$ cat config.mk
export PLATFORM = sky130hd
export DESIGN_NAME = bhc_top
export DESIGN_NICKNAME = d
export VERILOG_FILES = /design/src/verilog/bhc_pkg.sv /design/src/verilog/bhc_dead_time.sv /design/src/verilog/bhc_sync.sv /design/src/verilog/bhc_top.sv
export SDC_FILE = /design/constraint.sdc
export NUM_CORES = 1
export LEC_CHECK = 0
export BUFFER_PORTS_ARGS = -buffer_cell sky130_fd_sc_hd__buf_2
export CAP_MARGIN = 10
export CORE_MARGIN = 5
export CORE_UTILIZATION = 47
export CTS_BUF_LIST = sky130_fd_sc_hd__clkbuf_8 sky130_fd_sc_hd__clkbuf_16
export CTS_CLUSTER_DIAMETER = 40
export CTS_CLUSTER_SIZE = 10
export DETAILED_ROUTE_END_ITERATION = 16
export PLACE_DENSITY = 0.68
export SLEW_MARGIN = 20
export SYNTH_ARGS = -nofsm -noshare
export SYNTH_HDL_FRONTEND = slang
export SYNTH_SLANG_ARGS = --single-unit
$ cat constraint.sdc
create_clock -name core_clk_i -period 2.97 [get_ports core_clk_i]
set_input_delay 0.594 -clock core_clk_i [delete_from_list [all_inputs] [get_ports core_clk_i]]
set_output_delay 0.594 -clock core_clk_i [all_outputs]
set_load 0.01 [all_outputs]
$ cat src/verilog/bhc_pkg.sv
// Shared constants and types for the Hall commutation block
package bhc_pkg;

    ////////////////////////////////////////////////////////////////////////
    // Clock and timing
    localparam int CLK_PERIOD_NS    = 100;
    localparam int DEAD_MIN_NS      = 30;
    localparam int POWERUP_MIN_MS   = 1;
    localparam int RECHARGE_TIME_NS = 1000;

    // Least times round up to whole cycles
    localparam int DEAD_MIN_CYC = (DEAD_MIN_NS + CLK_PERIOD_NS - 1) / CLK_PERIOD_NS;
    localparam int POWERUP_CYC  = (POWERUP_MIN_MS * 1000000 + CLK_PERIOD_NS - 1)
                                  / CLK_PERIOD_NS;
    localparam int RECHARGE_CYC = (RECHARGE_TIME_NS + CLK_PERIOD_NS - 1) / CLK_PERIOD_NS;

    ////////////////////////////////////////////////////////////////////////
    // Register map (byte addresses)
    localparam logic [7:0] REG_DEAD_TIME     = 8'h00;
    localparam logic [7:0] REG_RECHARGE_TIME = 8'h04;
    localparam logic [7:0] REG_STATUS        = 8'h08;

    // Reset values of the writable registers, and the dead time floor
    localparam logic [7:0] DEAD_TIME_RST     = 8'(DEAD_MIN_CYC);
    localparam logic [7:0] RECHARGE_TIME_RST = 8'(RECHARGE_CYC);
    localparam logic [7:0] DEAD_TIME_MIN     = 8'(DEAD_MIN_CYC);

    // Status field positions
    localparam int ST_STATE_LSB = 0;
    localparam int ST_HALL_LSB  = 3;
    localparam int ST_UPPER_LSB = 6;
    localparam int ST_LOWER_LSB = 9;
    localparam int ST_RECHARGE  = 12;
    localparam int ST_BRAKE     = 13;
    localparam int ST_HALL_BAD  = 14;

    // Phase indices
    localparam logic [1:0] PH_A = 2'd0;
    localparam logic [1:0] PH_B = 2'd1;
    localparam logic [1:0] PH_C = 2'd2;

    // Sequencer states
    typedef enum logic [2:0] {
        ST_OFF       = 3'b000,
        ST_GATE_WAIT = 3'b001,
        ST_POWERUP   = 3'b010,
        ST_RUN       = 3'b011,
        ST_SLEEP     = 3'b100
    } bhc_state_t;

endpackage : bhc_pkg

$ cat src/verilog/bhc_dead_time.sv
// One half-bridge gate pair with break-before-make dead time
module bhc_dead_time import bhc_pkg::*;
(
    input  wire logic       core_clk_i,
    input  wire logic       reset_i,
    input  wire logic       want_upper_i,
    input  wire logic       want_lower_i,
    input  wire logic [7:0] dead_cyc_i,
    output logic            upper_o,
    output logic            lower_o
);

    logic [7:0] cnt_r;

    ////////////////////////////////////////////////////////////////////////
    // Turn-off is immediate; turn-on waits out the dead count
    always_ff @(posedge core_clk_i)
    begin
        if (reset_i)
        begin
            upper_o <= 1'b0;
            lower_o <= 1'b0;
            cnt_r   <= 8'h00;
        end
        else if ((upper_o && !want_upper_i) || (lower_o && !want_lower_i))
        begin
            upper_o <= upper_o & want_upper_i;
            lower_o <= lower_o & want_lower_i;
            cnt_r   <= dead_cyc_i; // [RULE14]
        end
        else if (cnt_r != 8'h00)
            cnt_r <= cnt_r - 8'h01;
        else
        begin
            // Never both on, even if asked
            upper_o <= want_upper_i & ~lower_o; // [RULE14]
            lower_o <= want_lower_i & ~upper_o & ~want_upper_i;
        end
    end

endmodule : bhc_dead_time

$ cat src/verilog/bhc_sync.sv
// Three-stage input synchroniser with agreement filter
module bhc_sync import bhc_pkg::*;
(
    input  wire logic       core_clk_i,
    input  wire logic       reset_i,
    input  wire logic [8:0] pin_i,
    output logic      [8:0] level_o
);

    logic [8:0] s1_r;
    logic [8:0] s2_r;
    logic [8:0] s3_r;

    ////////////////////////////////////////////////////////////////////////
    // Stage one feeds only stage two; inputs idle low like their pulldowns
    always_ff @(posedge core_clk_i)
    begin
        if (reset_i)
        begin
            s1_r <= '0;
            s2_r <= '0;
            s3_r <= '0;
        end
        else
        begin
            s1_r <= pin_i;
            s2_r <= s1_r;
            s3_r <= s2_r;
        end
    end

    // A change counts only once stages two and three agree
    always_ff @(posedge core_clk_i)
    begin
        if (reset_i)
            level_o <= '0; // [RULE13]
        else
            level_o <= (~(s2_r ^ s3_r) & s3_r) | ((s2_r ^ s3_r) & level_o);
    end

endmodule : bhc_sync

$ cat src/verilog/bhc_top.sv
// Hall commutation, brake, sleep and power-up sequencing for three half bridges
//
// Overview of operation
// [RULE1] Power-up starts only while the main supply is above its lockout level.
// [RULE2] Power-up enables the gate supply and waits for it to pass its threshold.
// [RULE3] Inputs act and gates drive only after a power-up wait of at least 1 ms.
// [RULE4] A low sleep request disables the block, holds gates off and ignores other inputs.
// [RULE5] The host must drive the sleep request high, since the pin idles low.
// [RULE6] Leaving sleep reruns the whole power-up sequence before gates drive again.
// [RULE7] A low brake request turns on all three lower gates regardless of PWM and Hall.
// [RULE8] Without braking the selected phase is driven high or low as PWM is.
// [RULE9] PWM phase gets upper=PWM, lower=not PWM; low phase lower on; floating phase off.
// [RULE10] Direction 1 maps Hall 101,100,110,010,011,001 to A/C,B/C,B/A,C/A,C/B,A/B.
// [RULE11] Direction 0 maps Hall 101,100,110,010,011,001 to C/A,C/B,A/B,A/C,B/C,B/A.
// [RULE12] Each Hall change first pulls the new PWM phase low for a recharge interval.
// [RULE13] Hall inputs idle low, so an open sensor input reads as 0.
// [RULE14] Each phase inserts a programmable dead interval of at least 30 ns.
// [RULE15] Hall states 000 and 111, sleep and incomplete power-up hold all gates off; a low brake request still turns the lower gates on for 000 and 111.
// [RULE16] Recharge and power-up waits are counters of configurable length.
module bhc_top import bhc_pkg::*;
#(
    parameter int POWERUP_CYCLES = POWERUP_CYC
)
(
    input  wire logic        core_clk_i,
    input  wire logic        reset_i,
    // Supply monitors and gate supply control
    input  wire logic        main_supply_ok_i,
    input  wire logic        gate_supply_ok_i,
    output logic             gate_supply_enable_o,
    // Host control pins
    input  wire logic        sleep_request_low_i,
    input  wire logic        brake_request_low_i,
    input  wire logic        pwm_i,
    input  wire logic        dir_i,
    // Motor position sensors
    input  wire logic        rotor_sensor_a_i,
    input  wire logic        rotor_sensor_b_i,
    input  wire logic        rotor_sensor_c_i,
    // Gate commands
    output logic             upper_gate_a_o,
    output logic             upper_gate_b_o,
    output logic             upper_gate_c_o,
    output logic             lower_gate_a_o,
    output logic             lower_gate_b_o,
    output logic             lower_gate_c_o,
    // Register port
    input  wire logic [7:0]  reg_addr_i,
    input  wire logic [31:0] reg_wdata_i,
    input  wire logic        reg_wr_i,
    input  wire logic        reg_rd_i,
    output logic      [31:0] reg_rdata_o
);

    ////////////////////////////////////////////////////////////////////////
    // Declarations
    logic [8:0]  pins_raw;
    logic [8:0]  pins_sync;
    logic        main_ok;
    logic        gate_ok;
    logic        awake;
    logic        brake_low;
    logic        pwm;
    logic        dir;
    logic [2:0]  hall;

    bhc_state_t  state_r;
    bhc_state_t  state_nxt;
    logic [23:0] pwr_cnt_r;
    logic        pwr_done;

    logic [7:0]  dead_time_r;
    logic [7:0]  recharge_time_r;

    logic [2:0]  hall_prev_r;
    logic [7:0]  recharge_cnt_r;
    logic        recharge;
    logic        hall_moved;

    logic [4:0]  decode;
    logic        hall_ok;
    logic [1:0]  pwm_phase;
    logic [1:0]  low_phase;
    logic        running;

    logic [2:0]  want_upper;
    logic [2:0]  want_lower;
    logic [2:0]  upper;
    logic [2:0]  lower;

    ////////////////////////////////////////////////////////////////////////
    // Commutation decode: {valid, pwm phase, low phase}
    function automatic logic [4:0] commutate(input logic [2:0] h, input logic d);
        logic [4:0] r;
        r = 5'h00;
        if (d)
        begin
            case (h) // [RULE10]
                3'b101:  r = {1'b1, PH_A, PH_C};
                3'b100:  r = {1'b1, PH_B, PH_C};
                3'b110:  r = {1'b1, PH_B, PH_A};
                3'b010:  r = {1'b1, PH_C, PH_A};
                3'b011:  r = {1'b1, PH_C, PH_B};
                3'b001:  r = {1'b1, PH_A, PH_B};
                default: r = 5'h00; // [RULE15]
            endcase
        end
        else
        begin
            case (h) // [RULE11]
                3'b101:  r = {1'b1, PH_C, PH_A};
                3'b100:  r = {1'b1, PH_C, PH_B};
                3'b110:  r = {1'b1, PH_A, PH_B};
                3'b010:  r = {1'b1, PH_A, PH_C};
                3'b011:  r = {1'b1, PH_B, PH_C};
                3'b001:  r = {1'b1, PH_B, PH_A};
                default: r = 5'h00; // [RULE15]
            endcase
        end
        return r;
    endfunction : commutate

    ////////////////////////////////////////////////////////////////////////
    // All nine supply, host and sensor pins come from outside and pass the synchroniser
    assign pins_raw = {main_supply_ok_i, gate_supply_ok_i, sleep_request_low_i,
                       brake_request_low_i, pwm_i, dir_i,
                       rotor_sensor_a_i, rotor_sensor_b_i, rotor_sensor_c_i};

    bhc_sync u_sync (
        .core_clk_i (core_clk_i),
        .reset_i    (reset_i),
        .pin_i      (pins_raw),
        .level_o    (pins_sync)
    );

    // Sleep pin resets low, so an undriven pin keeps the block asleep
    assign main_ok   = pins_sync[8];
    assign gate_ok   = pins_sync[7];
    assign awake     = pins_sync[6]; // [RULE5]
    assign brake_low = pins_sync[5];
    assign pwm       = pins_sync[4];
    assign dir       = pins_sync[3];
    assign hall      = pins_sync[2:0];

    ////////////////////////////////////////////////////////////////////////
    // Power sequencer next state
    assign pwr_done = (pwr_cnt_r == 24'(POWERUP_CYCLES - 1));

    always_comb
    begin
        state_nxt = state_r;
        case (state_r)
            ST_OFF:
            begin
                if (main_ok && awake)
                    state_nxt = ST_GATE_WAIT; // [RULE1]
                else if (main_ok)
                    state_nxt = ST_SLEEP;
            end
            ST_GATE_WAIT:
            begin
                if (gate_ok)
                    state_nxt = ST_POWERUP; // [RULE2]
            end
            ST_POWERUP:
            begin
                if (!gate_ok)
                    state_nxt = ST_GATE_WAIT; // [RULE2]
                else if (pwr_done)
                    state_nxt = ST_RUN; // [RULE3]
            end
            ST_RUN:
                state_nxt = ST_RUN;
            ST_SLEEP:
            begin
                if (awake)
                    state_nxt = ST_GATE_WAIT; // [RULE6]
            end
            default:
                state_nxt = ST_OFF;
        endcase
        // Sleep overrides every state but supply loss
        if (!awake && state_r != ST_OFF)
            state_nxt = ST_SLEEP; // [RULE4]
        // Losing the main supply drops back to the start
        if (!main_ok)
            state_nxt = ST_OFF; // [RULE1]
    end

    always_ff @(posedge core_clk_i)
    begin
        if (reset_i)
            state_r <= ST_OFF;
        else
            state_r <= state_nxt;
    end

    // Power-up wait counter, restarted on every entry
    always_ff @(posedge core_clk_i)
    begin
        if (reset_i)
            pwr_cnt_r <= 24'h00_0000;
        else if (state_r == ST_POWERUP && state_nxt == ST_POWERUP)
            pwr_cnt_r <= pwr_cnt_r + 24'h00_0001; // [RULE16]
        else
            pwr_cnt_r <= 24'h00_0000;
    end

    // Gate supply runs from power-up start until sleep or supply loss
    always_ff @(posedge core_clk_i)
    begin
        if (reset_i)
            gate_supply_enable_o <= 1'b0;
        else
            gate_supply_enable_o <= (state_nxt == ST_GATE_WAIT) ||
                                    (state_nxt == ST_POWERUP) ||
                                    (state_nxt == ST_RUN); // [RULE2]
    end

    assign running = (state_r == ST_RUN); // [RULE3]

    ////////////////////////////////////////////////////////////////////////
    // Recharge pulse on every Hall change while running
    always_ff @(posedge core_clk_i)
    begin
        if (reset_i)
            hall_prev_r <= 3'b000;
        else
            hall_prev_r <= hall;
    end

    always_ff @(posedge core_clk_i)
    begin
        if (reset_i)
            recharge_cnt_r <= 8'h00;
        else if (!running)
            recharge_cnt_r <= 8'h00;
        else if (hall_moved)
            recharge_cnt_r <= recharge_time_r - 8'h01; // [RULE12]
        else if (recharge_cnt_r != 8'h00)
            recharge_cnt_r <= recharge_cnt_r - 8'h01; // [RULE16]
    end

    // Opens as the change shows, ahead of PWM; zero disables
    assign hall_moved = running && (hall != hall_prev_r) && (recharge_time_r != 8'h00);
    assign recharge   = hall_moved || (recharge_cnt_r != 8'h00);

    ////////////////////////////////////////////////////////////////////////
    // Gate demand per phase, before dead time
    assign decode    = commutate(hall, dir);
    assign hall_ok   = decode[4];
    assign pwm_phase = decode[3:2];
    assign low_phase = decode[1:0];

    always_comb
    begin
        want_upper = 3'b000;
        want_lower = 3'b000;
        if (!running)
        begin
            want_upper = 3'b000; // [RULE15]
            want_lower = 3'b000;
        end
        else if (!brake_low)
        begin
            want_lower = 3'b111; // [RULE7]
        end
        else if (hall_ok)
        begin
            // Recharge forces the PWM phase low even with PWM held high
            want_upper[pwm_phase] = pwm & ~recharge; // [RULE8] [RULE12]
            want_lower[pwm_phase] = ~pwm | recharge; // [RULE9] [RULE12]
            want_lower[low_phase] = 1'b1; // [RULE9]
        end
    end

    ////////////////////////////////////////////////////////////////////////
    // One dead-time stage per half bridge
    for (genvar p = 0; p < 3; p++)
    begin : g_phase
        bhc_dead_time u_dead (
            .core_clk_i   (core_clk_i),
            .reset_i      (reset_i),
            .want_upper_i (want_upper[p]),
            .want_lower_i (want_lower[p]),
            .dead_cyc_i   (dead_time_r),
            .upper_o      (upper[p]),
            .lower_o      (lower[p])
        );
    end

    assign upper_gate_a_o = upper[0];
    assign upper_gate_b_o = upper[1];
    assign upper_gate_c_o = upper[2];
    assign lower_gate_a_o = lower[0];
    assign lower_gate_b_o = lower[1];
    assign lower_gate_c_o = lower[2];

    ////////////////////////////////////////////////////////////////////////
    // Register writes; dead time clamps at the floor to keep shoot-through away
    always_ff @(posedge core_clk_i)
    begin
        if (reset_i)
            dead_time_r <= DEAD_TIME_RST;
        else if (reg_wr_i && reg_addr_i == REG_DEAD_TIME)
        begin
            if (reg_wdata_i[7:0] < DEAD_TIME_MIN)
                dead_time_r <= DEAD_TIME_MIN; // [RULE14]
            else
                dead_time_r <= reg_wdata_i[7:0];
        end
    end

    always_ff @(posedge core_clk_i)
    begin
        if (reset_i)
            recharge_time_r <= RECHARGE_TIME_RST;
        else if (reg_wr_i && reg_addr_i == REG_RECHARGE_TIME)
            recharge_time_r <= reg_wdata_i[7:0]; // [RULE16]
    end

    // Read data stands one cycle after the strobe, zero otherwise
    always_ff @(posedge core_clk_i)
    begin
        if (reset_i)
            reg_rdata_o <= 32'h0000_0000;
        else if (reg_rd_i)
        begin
            reg_rdata_o <= 32'h0000_0000;
            case (reg_addr_i)
                REG_DEAD_TIME:     reg_rdata_o[7:0] <= dead_time_r;
                REG_RECHARGE_TIME: reg_rdata_o[7:0] <= recharge_time_r;
                REG_STATUS:
                begin
                    reg_rdata_o[ST_STATE_LSB +: 3] <= state_r;
                    reg_rdata_o[ST_HALL_LSB +: 3]  <= hall;
                    reg_rdata_o[ST_UPPER_LSB +: 3] <= upper;
                    reg_rdata_o[ST_LOWER_LSB +: 3] <= lower;
                    reg_rdata_o[ST_RECHARGE]       <= recharge;
                    reg_rdata_o[ST_BRAKE]          <= running & ~brake_low;
                    reg_rdata_o[ST_HALL_BAD]       <= ~hall_ok;
                end
                default:           reg_rdata_o <= 32'h0000_0000;
            endcase
        end
        else
            reg_rdata_o <= 32'h0000_0000;
    end

endmodule : bhc_top
======== After elaboration in Yosys (flattened, before gate mapping) ========
Cells that the tools add are included.
Widths: inputs -> output; s select.
storage, ports and cells
  flip-flop bits (word level) ............. 153
operators by class
  eq/ne operators ......................... 20
  add/sub/neg operators ................... 6
  magnitude comparators ................... 5
  reduce and logical (&&, ||, !) cells .... 44
  bitwise logic cells ..................... 43
  muxes and demuxes ....................... 43
operator list
  operator               number
  $mux 8                 9
  $pmux 5 s6             2
  $reduce_bool 8->1      5
  $sub 8x1->8 const B    5
  $mux 3                 13
  $add 24x1->24 const B  1
  $eq 24x14->1 const B   1
  $pmux 8 s3             1
  $and 9x9->9            2
  $eq 3x2->1 const B     6
  $and 1x1->1            17
  $not 1->1              17
  $logic_and 1x1->1      15
  $pmux 3 s5             1
  $mux 1                 14
  $eq 3x3->1 const B     4
  $eq 3x1->1 const B     3
  $not 9->9              1
  $or 9x9->9             1
  $xor 9x9->9            1
  $eq 8x3->1 const B     1
  $eq 8x4->1 const B     1
  $logic_not 8->1        1
  $lt 8x1->1 const B     1
  16 further kinds       38

======== Depth between registers and ports, before layout ========
Gate-level depths: netlist (run 1).
  word-level depth ........................ 16
  gate-level depth with buffers ........... 11
  mapped depth without buffers ............ 9

======== By module ========
Synthesis (run 1) repeated with hierarchy kept, for this count alone.
second synthesis, totals
  cells, all modules ...................... 683
  area, all modules ....................... 6307.3 µm²
by module, submodules not included
  module         seq. area each (µm²)  area an instance (µm²)  instances  cells an instance
  bhc_top        1401.3                3424.5                  1          389
  bhc_dead_time  200.2                 606.8                   3          67
  bhc_sync       720.7                 1062.3                  1          93

======== Worst setup path before layout (run 1) ========
No wires, ideal clock.
  path kind ............................... input to register
  start ................................... input reg_addr_i[5]
  end ..................................... register reg_rdata_o[13]
  buffers on the path ..................... 1
  arrival ................................. 2.216 ns
  setup slack ............................. 0.688 ns
  required time ........................... 2.904 ns
  library setup time ...................... 0.066 ns
  cell stages on the path ................. 6
  path through ............................ or4_1 > nor3_1 > nand3_1 > or3b_1 > clkbuf_1 > nor2_1
on the way
  word-level cells in the longest chain between the ends .. 3
ends and longest elaborated chain
  what                              RTL line        source
  start: declaration                bhc_top.sv:48   input wire logic [7:0] reg_addr_i,
  $eq 8x4->1                        bhc_top.sv:330  case (reg_addr_i)
  $not 1->1 (no source line)        --
  $reduce_or 3->1 (no source line)  --
  end signal: indexed assignment    bhc_top.sv:335  reg_rdata_o[ST_STATE_LSB +: 3] <= state_r;
  end signal: indexed assignment    bhc_top.sv:336  reg_rdata_o[ST_HALL_LSB +: 3] <= hall;
  end signal: indexed assignment    bhc_top.sv:337  reg_rdata_o[ST_UPPER_LSB +: 3] <= upper;
  end: declaration                  bhc_top.sv:52   output logic [31:0] reg_rdata_o
No other way between the ends.
A chain may end at the register's enable or synchronous reset.

======== Worst setup path after layout (run 1) ========
  start ................................... register recharge_time_r[2]
  end ..................................... register recharge_cnt_r[6]
on the way
  word-level cells in the longest chain between the ends .. 3
  elaborated cells between the ends (all ways) .. 5
  classes of those cells .................. 1 x add/sub; 1 x mux; 3 x reduce/logical
ends and longest elaborated chain
  what                                                 RTL line        source
  start: declaration                                   bhc_top.sv:73   logic [7:0] recharge_time_r;
  start signal: assignment                             bhc_top.sv:319  recharge_time_r <= reg_wdata_i[7:0];
  branches (longest 3 deep; another with $sub 8x1->8)  --
  end signal: assignment                               bhc_top.sv:239  recharge_cnt_r <= recharge_time_r - 8'h01;
  end signal: assignment                               bhc_top.sv:241  recharge_cnt_r <= recharge_cnt_r - 8'h01;
  end: declaration                                     bhc_top.sv:76   logic [7:0] recharge_cnt_r;
Parallel ways; which one is timed is not known.

==> summary.md, run 1 <==
| Metric | Value |
|---|---|
| Status | `completed` |
| Synth area leader | `dfxtp_1` |
| CP delay by family, top | `simple AND/OR/NAND/NOR gates` |
| Worst Path Buf+Inv | `0` |
| Diodes inserted | `0` |
| Seq cells post-synth | `136` |
| Initial Util | `47.46%` |
| Critical path arrival | `3040 ps` |
| Fin crit share | `90.86%` |
| CP cell instances | `nor3_1 -> nand3_2 -> nand2_2 -> mux2i_1 -> ha_1 -> o21ai_0 -> nor4b_1 -> nor3_1 -> nor3_1` |
| Overall global routing resource usage | `17.97%` |
| Synth async-reset ratio | `0%` |
| EDFF count, synth | `0` |
| Detailed Routing Iterations Pass 1 | `5` |
| Seq/Total Area, Yosys | `43.84%` |
| Worst slack, placed | `310.8 ps` |
| Synth Area per Inst | `8.746 um2` |
| # rows | `42` |
| Synth top area share | `43.84%` |
| Post-layout min period | `2698 ps` |
| GRT overflow | `0` |
| Routed Antenna Nets | `0` |
| Power Density | `771.9 nW/um2` |
| Relative slew margins | `46.20%` |
| F_max | `370.6 MHz` |
| VDD IR max | `0.6326 mV` |
| RR Startpoint | `recharge_time_r[2]$_SDFFE_PP0P_` |
| Cell variety after synth | `66` |
| Total leakage power | `2.911 nW` |
| Clock latency on the worst-skew pair | `420 ps` |
| HP Class | `in -> reg` |
| Cells on worst reg2reg path | `9` |
| Max-cap violations | `0` |
| Fin Clk Skew | `5.394 ps` |
| I/O Pins | `92` |
| Clock transition at path regs | `60 ps` |
| Core Box Area | `13090 um2` |
| Placed Instances | `917` |
| Die footprint | `15610 um2` |
| Flop2flop setup slack | `270 ps` |
| Synthesized area | `6210 um2` |
| Die height | `124.9 um` |
| CP required | `3310 ps` |
| Crit path largest cell delay | `380 ps` |
| DRT iter0 DRCs | `302` |
| Filler cell count | `1220` |
| Slew Limit Fails | `0` |
| Final hold vios | `0` |
| CTS H-tree lvls | `4` |
| Die width | `124.9 um` |
| Hold endpoint | `u_sync.s1_r[0]$_SDFF_PP0_` |
| Clock buffer depth | `2` |
| Critical Path Start Type | `flip-flop` |
| Synth area leaders | `dfxtp_1 (44%), nor2_1 (5.9%), mux2i_1 (5.2%), xnor2_1 (3.9%), nand2_1 (3.5%)` |
| Ys flop type | `dfxtp_1` |
| Final core occ | `54.97%` |
| Worst setup margin | `271.5 ps` |
| RSZ-0062 raised after global routing | `false` |
| Pin count of the biggest net entering global routing | `81` |
| Via count | `5066` |
| TritonCTS Buffers | `17` |
| Root cell of the clock tree | `clkbuf_16` |
| CP max FO | `10` |
| Yosys warnings | `0` |
| Residual DRC | `0` |
| WL per Instance | `14.66 um` |
| Setup Total Neg Slack | `0 ps` |
| Clk sinks | `136` |
| Setup crit end kind | `flip-flop` |
| Worst hold start | `rotor_sensor_c_i` |
| Worst hold path depth | `2` |
| Via/cell ratio | `5.338` |
| Worst slew pin tran | `806.9 ps` |
| Share of cells above drive strength 1 | `14.49%` |
| Setup violators final | `0` |
| Worst R2R End | `recharge_cnt_r[6]$_SDFFE_PP0P_` |
| Final nets | `821` |
| PortBufs | `50` |
| TritonCTS clock tree | `yes` |
| Slowest stage cell on the critical path | `dfxtp_1` |
| Tot Pwr | `5.552 mW` |
| Crit. Startpoint | `recharge_time_r[2]$_SDFFE_PP0P_` |
| Post-Synthesis Cells | `710` |
| Routed Wire Length | `13.91 mm` |
| Final HPWL DP | `9.860 mm` |
| Synth cell count leaders | `dfxtp_1 (136), nor2_1 (98), nand2_1 (58)` |
| First-pass GRT wire length | `22.92 mm` |
| GPL Wtd Cong | `0.9493` |
| Finished Layout Cells | `949` |
| Most frequent cell after synthesis | `dfxtp_1` |
| Setup CP Type | `reg -> reg` |
| Cell mode on critical path | `nor3_1` |
| Initial antenna violation count | `0` |
| Vias in the first global route | `4716` |
| Area delta synth->final | `15.84%` |
| Post-CTS repair timing setup buffer count | `0` |
==> flip-flops by register name, summed over array words and instances, names as in the netlist, named ones only <==
name / count
recharge_time_r: 8
g_phase.u_dead.lower_o: 3
state_r: 3
reg_rdata_o: 15
gate_supply_enable_o: 1
recharge_cnt_r: 8
u_sync.s2_r: 9
g_phase.u_dead.cnt_r: 24
u_sync.s3_r: 9
dead_time_r: 8
hall_prev_r: 3
g_phase.u_dead.upper_o: 3
u_sync.s1_r: 9
pwr_cnt_r: 24
==> metrics by stage <==
stage	hold slack, ps	instance area, um2
floorplan	413.0	6270
global placement	417.3	6550
detailed placement	426.0	6550
CTS	362.7	7184
global route	381.6	7193
finish	379.9	7193
==> cell type report <==
cell class | instances | area [um2] | area share [%]
clock inverters | 10 | 140.1 | 1.948
inverters | 20 | 75.07 | 1.044
multi-input cells | 527 | 3227 | 44.86
flip-flops and latches | 136 | 2726 | 37.90
repair buffers | 58 | 310.3 | 4.314
well taps | 176 | 220.2 | 3.061
clock buffers | 22 | 494.2 | 6.871
==> routing by layer <==
metal | part of all wire (%) | track usage, %
met1 | 45 | 22.95
met2 | 47 | 29.68
met3 | 6.6 | 5.330
met4 | 0.76 | 5.166
met5 | 0 | 0
==> placed cells by master, fill, tap and decap left out, types with 5 or more instances in the layout <==
master / instances
o21ai_0: 25
a21oi_1: 43
buf_4: 8
nand3b_1: 9
inv_1: 20
nand3_1: 23
nand4_1: 9
nor2_1: 98
mux2i_1: 32
nor3_1: 30
buf_2: 50
nor2b_1: 32
nor4_1: 5
or3_1: 7
or4_1: 8
nand2_1: 58
dfxtp_1: 133
xnor2_1: 28
conb_1: 17
and3_1: 6
xor2_1: 19
clkbuf_8: 5
clkbuf_16: 17
ha_1: 8
==> where the power goes <==
part / total [mW] / internal, mW / switching [mW]
Sequential: 2.13 / 1.99 / 0.144
Clock: 2.21 / 1.43 / 0.780
Combinational: 1.20 / 0.578 / 0.627
==> repair_timing <==
action,CTS,global route
endpoints found under the setup margin,0,1
gates resized for setup,0,4
hold buffers,0,0
==> worst max path at each step <==
stage                                     endpoint  slack, ps  depth (start not counted)
finish              recharge_cnt_r[6]$_SDFFE_PP0P_        270                          9
detailed placement  recharge_cnt_r[6]$_SDFFE_PP0P_        310                          9
global route        recharge_cnt_r[6]$_SDFFE_PP0P_         20                          9
CTS                 recharge_cnt_r[6]$_SDFFE_PP0P_        260                          9
global placement        reg_rdata_o[14]$_SDFF_PP0_        410                          6
floorplan               reg_rdata_o[13]$_SDFF_PP0_        690                          6
==> logic make-up after synthesis <==
| family | after synthesis | synth area share, % |
|---|---|---|
| AOI/OAI and AO/OA | 104 | 10.62 |
| xor gates and xnor gates | 47 | 6.629 |
| adders and majority gates | 8 | 1.612 |
| buffers and inverters | 63 | 5.239 |
| DFF | 136 | 43.84 |
| muxes | 32 | 5.158 |
| other | 1 | 0.06039 |
| and+or+nand+nor | 319 | 26.84 |
Power figures use the tool's default switching activity.
==> run 2: changes to the inputs <==
--- a/config.mk
+++ b/config.mk
@@ -13,6 +13,7 @@
 export CTS_CLUSTER_DIAMETER = 40
 export CTS_CLUSTER_SIZE = 10
 export DETAILED_ROUTE_END_ITERATION = 16
+export MAX_ROUTING_LAYER = met4
 export PLACE_DENSITY = 0.68
 export SLEW_MARGIN = 20
 export SYNTH_ARGS = -nofsm -noshare
==> run 2 against run 1 <==
Net effect:
- worst setup slack improved by 59 ps
- total power decreased by 3.5%
- global-route usage increased by 0.98 points
- critical path type unchanged
- critical endpoint unchanged
- largest cell class unchanged
- highest routed layer unchanged
==> summary.md, run 2 (same netlist as run 1, synthesis figures left out) <==
| Metric | Value |
|---|---|
| Area delta synth->final | `14.91% (was 15.84%)` |
| Share of cells above drive strength 1 | `14.10% (was 14.49%)` |
| Total leakage power | `2.877 nW (was 2.911 nW)` |
| Most frequent cells in the layout | `dfxtp_1 (135), nor2_1 (98), nand2_1 (58) (was dfxtp_1 (133), nor2_1 (98), nand2_1 (58))` |
| Relative slew margins | `47.25% (was 46.20%)` |
| Vias in the first global route | `5014 (was 4716)` |
| Fin crit share | `88.88% (was 90.86%)` |
| Fin Clk Skew | `7.064 ps (was 5.394 ps)` |
| Power Density | `751.0 nW/um2 (was 771.9 nW/um2)` |
| Pin count of the biggest net entering global routing | `81 (unchanged)` |
| Clock latency on the worst-skew pair | `420 ps (about the same)` |
| Routed Wire Length | `13.92 mm (was 13.91 mm)` |
| First-pass GRT wire length | `23.60 mm (was 22.92 mm)` |
| Critical path arrival | `2970 ps (was 3040 ps)` |
| Slew Limit Fails | `0 (unchanged)` |
| WL per Instance | `14.67 um (was 14.66 um)` |
| GPL Wtd Cong | `0.9249 (was 0.9493)` |
| Most common library cell in the layout ignoring fill and taps | `dfxtp_1 (unchanged)` |
| Final nets | `822 (was 821)` |
| Overall global routing resource usage | `18.95% (was 17.97%)` |
| Flop2flop setup slack | `330 ps (was 270 ps)` |
| TritonCTS Buffers | `17 (unchanged)` |
| Diodes inserted | `0 (unchanged)` |
| Clock buffer depth | `2 (unchanged)` |
| GRT overflow | `0 (unchanged)` |
| Setup Total Neg Slack | `0 ps (unchanged)` |
| Root cell of the clock tree | `clkbuf_16 (unchanged)` |
| Via/cell ratio | `5.342 (was 5.338)` |
| Initial antenna violation count | `0 (unchanged)` |
| Critical Path Start Type | `flip-flop (unchanged)` |
| Initial Util | `47.46% (unchanged)` |
| I/O Pins | `92 (unchanged)` |
| Via count | `5070 (was 5066)` |
| VDD IR max | `0.4120 mV (was 0.6326 mV)` |
| Setup CP Type | `reg -> reg (unchanged)` |
| CP required | `3300 ps (was 3310 ps)` |
| HP Class | `in -> reg (unchanged)` |
| Post-layout min period | `2640 ps (was 2698 ps)` |
| CTS H-tree lvls | `4 (unchanged)` |
| Placed Area | `6558 um2 (was 6550 um2)` |
| Tot Pwr | `5.359 mW (was 5.552 mW)` |
| Residual DRC | `0 (unchanged)` |
| Clock transition at path regs | `60 ps (about the same)` |
| Worst slew pin tran | `791.2 ps (was 806.9 ps)` |
| Detailed Routing Iterations Pass 1 | `7 (was 5)` |
| TritonCTS clock tree | `yes (unchanged)` |
| PortBufs | `50 (unchanged)` |
| Die width | `124.9 um (unchanged)` |
| Routed Antenna Nets | `0 (unchanged)` |
| Setup crit end kind | `flip-flop (unchanged)` |
| RSZ-0062 raised after global routing | `false (unchanged)` |
| Die footprint | `15610 um2 (unchanged)` |
| Core Box Area | `13090 um2 (unchanged)` |
| Post-Layout Inst Area | `7136 um2 (was 7193 um2)` |
| Max-cap violations | `0 (unchanged)` |
| Die height | `124.9 um (unchanged)` |
| Setup violators final | `0 (unchanged)` |
| Status | `completed (unchanged)` |
| Clk sinks | `136 (unchanged)` |
| Final HPWL DP | `9.972 mm (was 9.860 mm)` |
| DRT iter0 DRCs | `405 (was 302)` |
| Biggest regs | `g_phase.u_dead.cnt_r (24), pwr_cnt_r (24), reg_rdata_o (15) (unchanged)` |
| # rows | `42 (unchanged)` |
| Final hold vios | `0 (unchanged)` |
| CP max FO | `11 (was 10)` |
| F_max | `378.8 MHz (was 370.6 MHz)` |
## run 2: cell types whose count changed in the layout (fill, tap and decap cells not counted), sizes merged
cell      delta
bufinv       -1
clkbuf       -5
buf          +1
clkinv       +2
clkinvlp     +2
inv          +1
## run 2: repair_timing
item	4_1_cts	5_1_grt
setup buffers	0	0
endpoints found under the hold margin	0	0
resized for setup	0	1
hold buffers	0	0
setup endpoints to repair	0	1
## run 2: worst paths after layout
kind / startpoint / end / cells after the start
setup / recovery: flip-flop / recharge_cnt_r[6]$_SDFFE_PP0P_ / 9
setup reg to reg: flip-flop / recharge_cnt_r[6]$_SDFFE_PP0P_ / 9
hold reg to reg: u_sync.s1_r[2]$_SDFF_PP0_ / u_sync.s2_r[2]$_SDFF_PP0_ / 1
hold / removal: sleep_request_low_i / u_sync.s1_r[6]$_SDFF_PP0_ / 2
## run 2: report_power, final
group	switching, mW	total [mW]	internal [mW]
clock network	0.799	2.03	1.23
logic	0.615	1.19	0.576
registers	0.145	2.14	1.99
total	1.56	5.36	3.80
## run 2: stage by stage
step / utilization (%) / hold WS, ps / std cells / setup slack [ps]
after CTS: 54.52 / 363.6 / 949 / 269.4
after global placement: 50.11 / 417.1 / 918 / 401.0
after floorplan: - / 413.0 / 726 / 687.7
after global routing: 54.53 / 373.8 / 949 / 25.53
after detailed placement: 50.11 / 420.4 / 918 / 317.5
final: 54.53 / 381.1 / 949 / 330.4
## run 2: routing by layer
| metal | global-route usage (%) | share of wire [%] | vias to the layer above | wire, um |
|---|---|---|---|---|
| met2 | 30.06 | 47 | 140 | 6524 |
| met5 | - | 0 | - | 0 |
| met3 | 4.861 | 5.5 | 29 | 770 |
| met4 | 7.717 | 1.9 | 0 | 261 |
| li1 | - | - | 2534 | - |
| met1 | 23.13 | 46 | 2367 | 6368 |
## run 2: critical path, stage by stage, from the launching register on
cell and delay (ps):
dfxtp_1 570, xnor2_1 160, a31oi_1 320, nand2_2 220, mux2i_1 230, ha_1 330
o21ai_0 180, nor4b_1 280, nor3_1 80, nor3_1 190
## run 2: cell type report
| cell class | instances | area, um2 |
|---|---|---|
| clock buffer | 17 | 425.4 |
| inverter | 20 | 75.07 |
| fill | 1199 | 5949 |
| clock inverter | 14 | 151.4 |
| multi-input combinational | 527 | 3222 |
| timing repair buffer | 59 | 317.8 |
| tap | 176 | 220.2 |
| sequential | 136 | 2724 |
